**config.mk**
```make
export PLATFORM = sky130hd
export DESIGN_NAME = ctc_core
export DESIGN_NICKNAME = d
export VERILOG_FILES = /design/src/logic/ctc_pkg.sv /design/src/logic/ctc_core.sv /design/src/logic/ctc_delay.sv
export SDC_FILE = /design/constraint.sdc
export NUM_CORES = 1
export LEC_CHECK = 0
export ABC_AREA = 1
export BUFFER_PORTS_ARGS = -buffer_cell sky130_fd_sc_hd__buf_2
export CAP_MARGIN = 20
export CORE_MARGIN = 5
export CORE_UTILIZATION = 33
export CTS_CLUSTER_DIAMETER = 30
export DETAILED_ROUTE_END_ITERATION = 8
export HOLD_SLACK_MARGIN = 0.06
export SYNTH_ARGS = -nofsm -noshare
export SYNTH_HDL_FRONTEND = slang
export SYNTH_SLANG_ARGS = --single-unit
```
**constraint.sdc**
```tcl
create_clock -name clk -period 8.1 [get_ports clk]
set_input_delay 0.405 -clock clk [delete_from_list [all_inputs] [get_ports clk]]
set_output_delay 0.405 -clock clk [all_outputs]
set_load 0.02 [all_outputs]
```
**src/logic/ctc_pkg.sv**
```systemverilog
/*
  Constants, field positions and carrier types for the compressor
  transient control block. Assumes a 50 MHz core clock and 16-bit samples.
*/
package ctc_pkg;

  // ----------------------------------------------------------------
  // Clock and bus
  // ----------------------------------------------------------------
  localparam int CLK_NS = 20;
  localparam int ADDR_W = 8;
  localparam int DATA_W = 16;
  localparam logic [7:0] ADDR_CTRL0 = 8'h28;
  localparam logic [7:0] ADDR_CTRL1 = 8'h29;
  localparam logic [7:0] ADDR_STAT = 8'h2A;
  localparam logic [15:0] CTRL0_RST = 16'h01AF;
  localparam logic [15:0] CTRL1_RST = 16'h3248;

  // ----------------------------------------------------------------
  // Field positions
  // ----------------------------------------------------------------
  localparam int HYST_EN_BIT = 0;
  localparam int CLIP_EN_BIT = 1;
  localparam int FR_EN_BIT = 2;
  localparam int SM_EN_BIT = 3;
  localparam int LA_SEL_BIT = 5;
  localparam int IG_LSB = 6;
  localparam int HL_LSB = 11;
  localparam int ATK_LSB = 12;
  localparam int DCY_LSB = 8;
  localparam int THR_LSB = 6;
  localparam int FRR_LSB = 4;
  localparam int MIN_LSB = 2;
  localparam int MAX_LSB = 0;

  // ----------------------------------------------------------------
  // Look-ahead and level detection
  // ----------------------------------------------------------------
  localparam int LA_SHORT = 5;
  localparam int LA_LONG = 9;
  localparam int AVG_SHIFT = 6;
  localparam int PEAK_SHIFT = 8;
  localparam int CLIP_SHIFT = 1;
  localparam int CREST_BASE = 2;
  localparam int SM_SHIFT = 2;

  // ----------------------------------------------------------------
  // Gain, in half-dB units
  // ----------------------------------------------------------------
  localparam logic [4:0] IG_ZERO = 5'h06;
  localparam logic [4:0] IG_MAX = 5'h12;
  localparam logic [2:0] HYST_LOW = 3'h1;
  localparam logic [2:0] HYST_MED = 3'h2;
  localparam logic [2:0] HYST_HIGH = 3'h4;

  // ----------------------------------------------------------------
  // Ramp timing: one gain step is 1/12 of 6 dB
  // ----------------------------------------------------------------
  localparam int STEPS_6DB = 12;
  localparam int ATK_BASE_NS = 182_000;
  localparam int DCY_BASE_NS = 186_000_000;
  localparam int FR0_NS = 725_000;
  localparam int FR1_NS = 1_450_000;
  localparam int FR2_NS = 5_800_000;
  localparam int ATK_BASE_CYC = ATK_BASE_NS / (STEPS_6DB * CLK_NS);
  localparam int DCY_BASE_CYC = DCY_BASE_NS / (STEPS_6DB * CLK_NS);
  localparam int FR0_CYC = FR0_NS / (STEPS_6DB * CLK_NS);
  localparam int FR1_CYC = FR1_NS / (STEPS_6DB * CLK_NS);
  localparam int FR2_CYC = FR2_NS / (STEPS_6DB * CLK_NS);

  typedef logic signed [7:0] ctc_gain_t;

  typedef struct packed {
    logic valid;
    logic signed [15:0] data;
  } ctc_smp_t;

endpackage

```
**src/logic/ctc_core.sv**
```systemverilog
/*
  Compressor transient control: look-ahead clip guard, crest-factor fast
  release, gain smoothing with hysteresis and start-up gain.
  Assumes the static curve supplies target_gain on the same clock, and
  a plain register port whose read data is due one cycle after the strobe.
*/
// The plain strobed port was chosen for this implementation.
`timescale 1ns/1ps
module ctc_core #(
  parameter int DCY_CYC = ctc_pkg::DCY_BASE_CYC,
  parameter int FR0_CYC = ctc_pkg::FR0_CYC,
  parameter int FR1_CYC = ctc_pkg::FR1_CYC,
  parameter int FR2_CYC = ctc_pkg::FR2_CYC
) (
  input wire logic clk,
  input wire logic rst_n,
  input wire logic [7:0] addr,
  input wire logic [15:0] wdata,
  input wire logic wr,
  input wire logic rd,
  output logic [15:0] rdata,
  input wire ctc_pkg::ctc_smp_t in_s,
  input wire ctc_pkg::ctc_gain_t target_gain,
  input wire logic start,
  output ctc_pkg::ctc_smp_t out_s,
  output ctc_pkg::ctc_gain_t gain_o
);

  typedef enum logic [0:0] {ST_IDLE, ST_RUN} ctc_state_t;

  logic rs1_q, rs2_q, rst_s_n;
  logic [15:0] ctrl0_q, ctrl1_q;
  logic [15:0] avg_q, peak_q, mag, peak_dec;
  logic crest_q, clip_q, moving_q;
  ctc_state_t st_q;
  ctc_pkg::ctc_gain_t gain_q, tgt, lo_lim, hi_lim, ig_half;
  logic signed [8:0] diff;
  logic [8:0] adiff;
  logic [2:0] hthr;
  logic [31:0] cnt_q, per;
  logic [23:0] crest_ref;
  logic signed [15:0] dly;
  logic clip_en, fr_en, sm_en, hy_en;

  // ----------------------------------------------------------------
  // Helpers
  // ----------------------------------------------------------------
  function automatic logic [15:0] mag16(input logic signed [15:0] x);
    logic [16:0] n;
    n = 17'h00000 - {x[15], x};
    if (!x[15])
      mag16 = x;
    else if (n[16])
      mag16 = 16'h7FFF;
    else
      mag16 = n[15:0];
  endfunction

  function automatic logic [31:0] ms_cyc(input logic [1:0] c);
    unique case (c)
      2'b00: ms_cyc = 32'(FR0_CYC);
      2'b01: ms_cyc = 32'(FR1_CYC);
      default: ms_cyc = 32'(FR2_CYC);
    endcase
  endfunction

  // ----------------------------------------------------------------
  // Reset release
  // ----------------------------------------------------------------
  always_ff @(posedge clk or negedge rst_n)
  begin
    if (!rst_n)
    begin
      rs1_q <= 1'b0;
      rs2_q <= 1'b0;
    end
    else
    begin
      rs1_q <= 1'b1;
      rs2_q <= rs1_q;
    end
  end
  assign rst_s_n = rs2_q;

  // ----------------------------------------------------------------
  // Register port
  // ----------------------------------------------------------------
  always_ff @(posedge clk or negedge rst_s_n)
  begin
    if (!rst_s_n)
    begin
      ctrl0_q <= ctc_pkg::CTRL0_RST;
      ctrl1_q <= ctc_pkg::CTRL1_RST;
    end
    else if (wr && addr == ctc_pkg::ADDR_CTRL0)
      ctrl0_q <= wdata;
    else if (wr && addr == ctc_pkg::ADDR_CTRL1)
      ctrl1_q <= wdata;
  end

  // Unmapped addresses read as zero
  always_ff @(posedge clk or negedge rst_s_n)
  begin
    if (!rst_s_n)
      rdata <= 16'h0000;
    else if (rd)
    begin
      unique case (addr)
        ctc_pkg::ADDR_CTRL0: rdata <= ctrl0_q;
        ctc_pkg::ADDR_CTRL1: rdata <= ctrl1_q;
        ctc_pkg::ADDR_STAT:
          rdata <= {gain_q, 5'h00, moving_q, crest_q, clip_q};
        default: rdata <= 16'h0000;
      endcase
    end
  end

  assign clip_en = ctrl0_q[ctc_pkg::CLIP_EN_BIT];
  assign fr_en = ctrl0_q[ctc_pkg::FR_EN_BIT];
  assign sm_en = ctrl0_q[ctc_pkg::SM_EN_BIT];
  assign hy_en = ctrl0_q[ctc_pkg::HYST_EN_BIT];

  // ----------------------------------------------------------------
  // Level detection
  // ----------------------------------------------------------------
  assign mag = mag16(in_s.data);
  assign peak_dec = peak_q - (peak_q >> ctc_pkg::PEAK_SHIFT);
  // Threshold is 2^(code+2): 12 dB ~ x4 up to 30 dB ~ x32
  assign crest_ref = {8'h00, avg_q} <<
    (ctc_pkg::CREST_BASE + 32'(ctrl1_q[ctc_pkg::THR_LSB +: 2]));

  // Leaky average of magnitude stands in for RMS; cheap, no multiplier
  always_ff @(posedge clk or negedge rst_s_n)
  begin
    if (!rst_s_n)
    begin
      avg_q <= 16'h0000;
      peak_q <= 16'h0000;
    end
    else if (in_s.valid)
    begin
      avg_q <= avg_q - (avg_q >> ctc_pkg::AVG_SHIFT)
             + (mag >> ctc_pkg::AVG_SHIFT);
      peak_q <= (mag > peak_dec) ? mag : peak_dec;
    end
  end

  always_ff @(posedge clk or negedge rst_s_n)
  begin
    if (!rst_s_n)
      crest_q <= 1'b0;
    else if (!fr_en)
      crest_q <= 1'b0;
    else
      crest_q <= {8'h00, peak_q} > crest_ref;
  end

  // Undelayed sample well above the average flags a rising edge
  always_ff @(posedge clk or negedge rst_s_n)
  begin
    if (!rst_s_n)
      clip_q <= 1'b0;
    else if (!clip_en)
      clip_q <= 1'b0;
    else if (in_s.valid)
      clip_q <= mag > (avg_q << ctc_pkg::CLIP_SHIFT);
  end

  // ----------------------------------------------------------------
  // Look-ahead path
  // ----------------------------------------------------------------
  ctc_delay u_delay (
    .clk(clk),
    .rst_n(rst_s_n),
    .long_sel(ctrl0_q[ctc_pkg::LA_SEL_BIT]),
    .in_s(in_s),
    .out_d(dly)
  );

  always_ff @(posedge clk or negedge rst_s_n)
  begin
    if (!rst_s_n)
      out_s <= '0;
    else
    begin
      out_s.valid <= in_s.valid;
      out_s.data <= clip_en ? dly : in_s.data;
    end
  end

  // ----------------------------------------------------------------
  // Gain target, limits and hysteresis
  // ----------------------------------------------------------------
  assign lo_lim = 8'(-12 * int'(ctrl1_q[ctc_pkg::MIN_LSB +: 2]));
  assign hi_lim = ctrl1_q[ctc_pkg::MAX_LSB +: 2] == 2'b11 ? 8'h48
                : 8'(24 + 12 * int'(ctrl1_q[ctc_pkg::MAX_LSB +: 2]));
  assign tgt = (target_gain < lo_lim) ? lo_lim
             : (target_gain > hi_lim) ? hi_lim : target_gain;
  assign diff = 9'(tgt) - 9'(gain_q);
  assign adiff = diff[8] ? 9'(-diff) : 9'(diff);
  assign ig_half = 8'(ctrl0_q[ctc_pkg::IG_LSB +: 5]) - 8'(ctc_pkg::IG_ZERO);

  always_comb
  begin
    hthr = 3'h1;
    if (hy_en)
    begin
      unique case (ctrl0_q[ctc_pkg::HL_LSB +: 2])
        2'b00: hthr = ctc_pkg::HYST_LOW;
        2'b01: hthr = ctc_pkg::HYST_MED;
        default: hthr = ctc_pkg::HYST_HIGH;
      endcase
    end
  end

  // ----------------------------------------------------------------
  // Step period
  // ----------------------------------------------------------------
  always_comb
  begin
    if (diff[8])
    begin
      // Reserved attack code 0 runs as the fastest rate
      per = 32'(ctc_pkg::ATK_BASE_CYC) <<
            (ctrl1_q[ctc_pkg::ATK_LSB +: 4] == 4'h0 ? 4'h0
             : ctrl1_q[ctc_pkg::ATK_LSB +: 4] - 4'h1);
      if (clip_q)
        per = per >> 2;
    end
    else if (crest_q)
      per = ms_cyc(ctrl1_q[ctc_pkg::FRR_LSB +: 2]);
    else
      per = 32'(DCY_CYC) << ctrl1_q[ctc_pkg::DCY_LSB +: 4];
    if (per == 32'h0)
      per = 32'h1;
  end

  // ----------------------------------------------------------------
  // Gain ramp
  // ----------------------------------------------------------------
  always_ff @(posedge clk or negedge rst_s_n)
  begin
    if (!rst_s_n)
    begin
      st_q <= ST_IDLE;
      gain_q <= 8'h00;
      cnt_q <= 32'h0;
      moving_q <= 1'b0;
    end
    else if (start)
    begin
      st_q <= ST_RUN;
      gain_q <= ig_half;
      cnt_q <= 32'h0;
      moving_q <= 1'b0;
    end
    else
    begin
      unique case (st_q)
        ST_IDLE:
          gain_q <= ig_half;
        ST_RUN:
        begin
          // Hold until the error reaches the threshold, then ramp home
          if (adiff == 9'h0)
            moving_q <= 1'b0;
          else if (adiff >= 9'(hthr))
            moving_q <= 1'b1;
          if (!moving_q || adiff == 9'h0)
            cnt_q <= 32'h0;
          else if (cnt_q >= per - 32'h1)
          begin
            cnt_q <= 32'h0;
            gain_q <= diff[8] ? gain_q - 8'h01 : gain_q + 8'h01;
          end
          else
            cnt_q <= cnt_q + 32'h1;
        end
      endcase
    end
  end

  // ----------------------------------------------------------------
  // Smoothing filter
  // ----------------------------------------------------------------
  logic signed [8:0] sdiff;
  assign sdiff = 9'(gain_q) - 9'(gain_o);

  // Shift alone would stall short of the target; force a unit step
  always_ff @(posedge clk or negedge rst_s_n)
  begin
    if (!rst_s_n)
      gain_o <= 8'h00;
    else if (!sm_en)
      gain_o <= gain_q;
    else if (in_s.valid && sdiff != 9'h0)
    begin
      if ((sdiff >>> ctc_pkg::SM_SHIFT) == 9'h0)
        gain_o <= gain_o + 8'h01;
      else if ((sdiff >>> ctc_pkg::SM_SHIFT) == 9'h1FF)
        gain_o <= gain_o - 8'h01;
      else
        gain_o <= gain_o + 8'(sdiff >>> ctc_pkg::SM_SHIFT);
    end
  end

  // ----------------------------------------------------------------
  // Checks
  // ----------------------------------------------------------------
  property p_bypass;
    @(posedge clk) disable iff (!rst_s_n)
    !clip_en && in_s.valid |=> out_s.valid && out_s.data == $past(in_s.data);
  endproperty
  a_bypass: assert property (p_bypass)
    else $error("delay not bypassed with clip guard off");

  property p_crest_off;
    @(posedge clk) disable iff (!rst_s_n)
    !fr_en |=> !crest_q;
  endproperty
  a_crest_off: assert property (p_crest_off)
    else $error("crest flag set with fast release off");

  property p_step_time;
    @(posedge clk) disable iff (!rst_s_n)
    st_q == ST_RUN && !$past(start) && gain_q != $past(gain_q) |->
      $past(cnt_q) == $past(per) - 32'h1;
  endproperty
  a_step_time: assert property (p_step_time)
    else $error("gain stepped before its period elapsed");

  property p_init;
    @(posedge clk) disable iff (!rst_s_n)
    start |=> gain_q == $past(ig_half) && st_q == ST_RUN;
  endproperty
  a_init: assert property (p_init)
    else $error("start-up gain not loaded");

  property p_hold;
    @(posedge clk) disable iff (!rst_s_n)
    st_q == ST_RUN && !moving_q && !start |=> gain_q == $past(gain_q);
  endproperty
  a_hold: assert property (p_hold)
    else $error("gain moved inside hysteresis band");

  property p_sm_off;
    @(posedge clk) disable iff (!rst_s_n)
    !sm_en |=> gain_o == $past(gain_q);
  endproperty
  a_sm_off: assert property (p_sm_off)
    else $error("smoothing not bypassed");

  property p_one_step;
    @(posedge clk) disable iff (!rst_s_n)
    st_q == ST_RUN && !$past(start) |->
      gain_q - $past(gain_q) inside {8'h00, 8'h01, 8'hFF};
  endproperty
  a_one_step: assert property (p_one_step)
    else $error("gain moved more than one step");

  property p_clip_fast;
    @(posedge clk) disable iff (!rst_s_n)
    clip_q && diff[8] |-> per <= (32'(ctc_pkg::ATK_BASE_CYC) << 9) >> 2;
  endproperty
  a_clip_fast: assert property (p_clip_fast)
    else $error("attack not sped up on clip guard");

endmodule

```
**src/logic/ctc_delay.sv**
```systemverilog
/*
  Sample delay line for the look-ahead path, 5 or 9 samples deep.
  Assumes samples arrive on one clock with a valid qualifier.
*/
`timescale 1ns/1ps
module ctc_delay (
  input wire logic clk,
  input wire logic rst_n,
  input wire logic long_sel,
  input wire ctc_pkg::ctc_smp_t in_s,
  output logic signed [15:0] out_d
);

  logic signed [15:0] mem_q [ctc_pkg::LA_LONG];

  // ----------------------------------------------------------------
  // Shift register, advancing once per sample
  // ----------------------------------------------------------------
  always_ff @(posedge clk or negedge rst_n)
  begin
    if (!rst_n)
    begin
      for (int i = 0; i < ctc_pkg::LA_LONG; i++)
        mem_q[i] <= 16'h0000;
    end
    else if (in_s.valid)
    begin
      mem_q[0] <= in_s.data;
      for (int i = 1; i < ctc_pkg::LA_LONG; i++)
        mem_q[i] <= mem_q[i-1];
    end
  end

  // Tap k-1 holds the sample taken k samples ago
  assign out_d = long_sel ? mem_q[ctc_pkg::LA_LONG-1]
                          : mem_q[ctc_pkg::LA_SHORT-1];

  property p_long_tap;
    @(posedge clk) disable iff (!rst_n)
    long_sel && in_s.valid ##1 long_sel |->
      out_d == $past(mem_q[ctc_pkg::LA_LONG-2]);
  endproperty
  a_long_tap: assert property (p_long_tap)
    else $error("long look-ahead tap not nine samples deep");

endmodule

```
==> metrics.md <==
| Metric | Value |
|---|---|
| Vias/cell | slightly below 5 |
| Root Driver | clkbuf_16 |
| Final core utilization | 39.66% |
| Antenna violations before repair | 4 |
| Largest area contributor in the netlist | dfrtp_1 |
| Count of final hold-check violations | 0 |
| Area Overhead vs Synth | 19.64% |
| EDFF count, synth | 0 |
| Postcts setup bufs | 0 |
| Clk slew on worst S/H paths | 0.05 ns |
| Sequential share of the synthesized area | 36.29% |
| Slew HR | 28.05% |
| Top cells by area, synth | dfrtp_1 (35%), nand2_1 (13%), ha_1 (9.8%) |
| WL/cell | 14.99 µm |
| Commonest cells after routing, fill and taps aside | nand2_1 (721), o21ai_0 (374), inv_1 (358) |
| Worst Path Arrival | 7.27 ns |
| Most frequent cell on the critical path | nand2_1 |
| Drt total wl | 55660 µm |
| CP Capture Type | flop |
| Layout cells sized above 1 | 11.31% |
| Slew Viols, Final | 0 |
| Primary FF master, synth | dfrtp_1 |
| Tmin final | 6.830 ns |
| Commonest non-fill, non-tap cell in the layout | nand2_1 |
| F_max | ~0.15 GHz |
| Cts repair resizes | 0 |
| Area share of the largest cell type after synthesis | 34.74% |
| Cell area after synthesis | just over 20000 µm² |
| Worst Setup Start Kind | flop |
| Setup TNS | 0 ns |
| Chip height | ~260 µm |
| Mean Syn Cell Area | 7.396 µm² |
| Number of synthesized register bits | 295 |
| Largest net degree at the start of global routing | about 170 |
| Critical path required time | 8.54 ns |
| # DRC | 0 |
| Slowest-stage cell, CP | dfstp_2 |
| Crit path kind | flop to flop |
| Ys async rst share | 100.0% |
| Worst skew pair latency | 0.62 ns |
| Peak supply drop | 0.1762 mV |
| Die width | 258.5 µm |
| CTS buffer count | 74 |
| Status | finished, final reports clean |
| Vias in the first global route | around 17000 |
| Post-DP HPWL | 40180 µm |
| R2R Setup Slk | 1.27 ns |
| Min-Delay Path Class | input pin to flop |
| Via Count | approximately 18000 |
| DRT antenna net count | 0 |
| Gr usage total | 16.54% |
| CP peak stage delay | 0.52 ns |
| Initial DRC Count | between 1000 and 1500 |
| Leak | 11.91 nW |
| Routability congestion estimate | 0.9045 |
| CTS tree | done |
| Final setup viols | 0 |
| Crit Path Max Fanout | 40 |
| Grt total ovfl | 0 |
| Max-Cap Viols | 0 |
| First-pass GRT wire length | ~91000 µm |
| DIE AREA | ~67000 µm² |
| Clk sinks | 295 |
| Worst Max-Slew Pin Slew | 1.075 ns |
| Post-synthesis cell count | 2756 |
| Layout Skew | 0.04019 ns |
| Starting Density | 33.15% |
| RSZ-0062 raised after global routing | false |
| Core Footprint | 61480 µm² |
| Synthesis Warnings | 0 |
| Port bufs | 94 |
| IO Count | 95 |
| Unique cell type count in the Yosys netlist | 57 |
| Num rows | 91 |
| Crit share post-route | 84.32% |
| Clock buffer depth | 3 |
| H-tree levels | 3 |
| Pwr dens | 373.1 nW/µm² |
| Nets | 3089 |
| Number of iterations in the first detailed-routing pass | 5 |
-- where the power goes --
part	switching, mW	internal (mW)
clock	0.999	2.12
combinational	2.51	1.53
sequential	0.241	1.71
total	3.74	5.35
-- path summary, 6_finish.rpt --
check,startpoint,endpoint,depth (start not counted)
worst min register to register,rs1_q,rs2_q,0
max in group asynchronous,rs2_q,cnt_q[10],1
worst max register to register,ctrl1_q[3],cnt_q[9],40
min in group asynchronous,rs2_q,u_delay.mem_q[33],0
worst max-delay path,ctrl1_q[3],cnt_q[9],40
worst min-delay path,in_s[0],u_delay.mem_q[128],3
-- synth_stat cells, drive strengths merged, types with 4 or more instances --
library cell / number
clkbuf: 75
nand2: 747
ha: 160
nor3: 32
dfstp: 12
xor2: 66
o21a: 4
o22ai: 23
mux2i: 4
nand3b: 4
nor4: 9
inv: 368
a31oi: 8
xnor2: 21
buf: 17
nand3: 122
o211ai: 10
nor2: 163
a21o: 4
a21oi: 134
o21bai: 6
nand4: 33
o2111ai: 4
dfrtp: 283
o21ai: 395
or2: 9
fa: 15
a211oi: 6
a21boi: 4
-- sequential cells by signal, summed over array words and instances (netlist names), 16 cells and up --
name	count
avg_q	16
cnt_q	32
ctrl0_q	16
ctrl1_q	16
out_s	17
peak_q	16
rdata	16
u_delay.mem_q	144
-- metal layers --
metal / global-route usage, % / wire length [µm]
met5: 0 / 13
met4: 5.165 / 1484
met3: 3.322 / 2876
met2: 26.80 / 25470
met1: 22.41 / 25810
-- repair_timing --
action	in CTS	in global routing
hold endpoints to repair	18	0
endpoints found under the setup margin	0	0
hold buffers	16	0
-- kinds of logic after synthesis --
kind of cell	share of synthesized area (%)
multiplexers	0.1964
XOR/XNOR	3.849
adder cells (fa/ha/maj)	11.29
flip-flops	36.29
AND/OR/NAND/NOR	23.57
AO/OA/AOI/OAI	15.92
buffers and inverters	8.845
other	0.03684
-- final cells by class --
cell class	instances	area, µm²
Timing Repair Buffer	119	716.9
Inverter	368	1394
Antenna cell	3	7.507
Fill cell	6366	37100
Clock inverter	44	633.1
Multi-Input combinational cell	2002	11190
Clock buffer	91	2058
Tap cell	790	988.4
Sequential cell	295	7401
-- worst max-delay path: cells and delay by family, from the launching register on --
kind / cells / cell delay [ns]
buf+inv: 5 / 0.88
compound gates: 8 / 1.20
fa+ha+maj: 5 / 1.44
flops: 1 / 0.52
simple gates: 22 / 2.57
-- per-stage QoR --
step / instance area, µm² / power, mW / hold slack [ns] / worst slack, ns / cells
2_1_floorplan: 20390 / 5.131 / 0.1094 / 1.942 / 2757
3_3_place_gp: 21530 / 5.953 / 0.1918 / 1.534 / 3558
3_5_place_dp: 21530 / 5.986 / 0.1955 / 1.390 / 3558
4_1_cts: 24380 / 9.186 / 0.06249 / 1.275 / 3709
5_1_grt: 24390 / 9.897 / 0.08334 / 0.5458 / 3712
6_report: 24390 / 9.099 / 0.09679 / 1.270 / 3712
No activity file was read; power rests on OpenSTA's default activity.
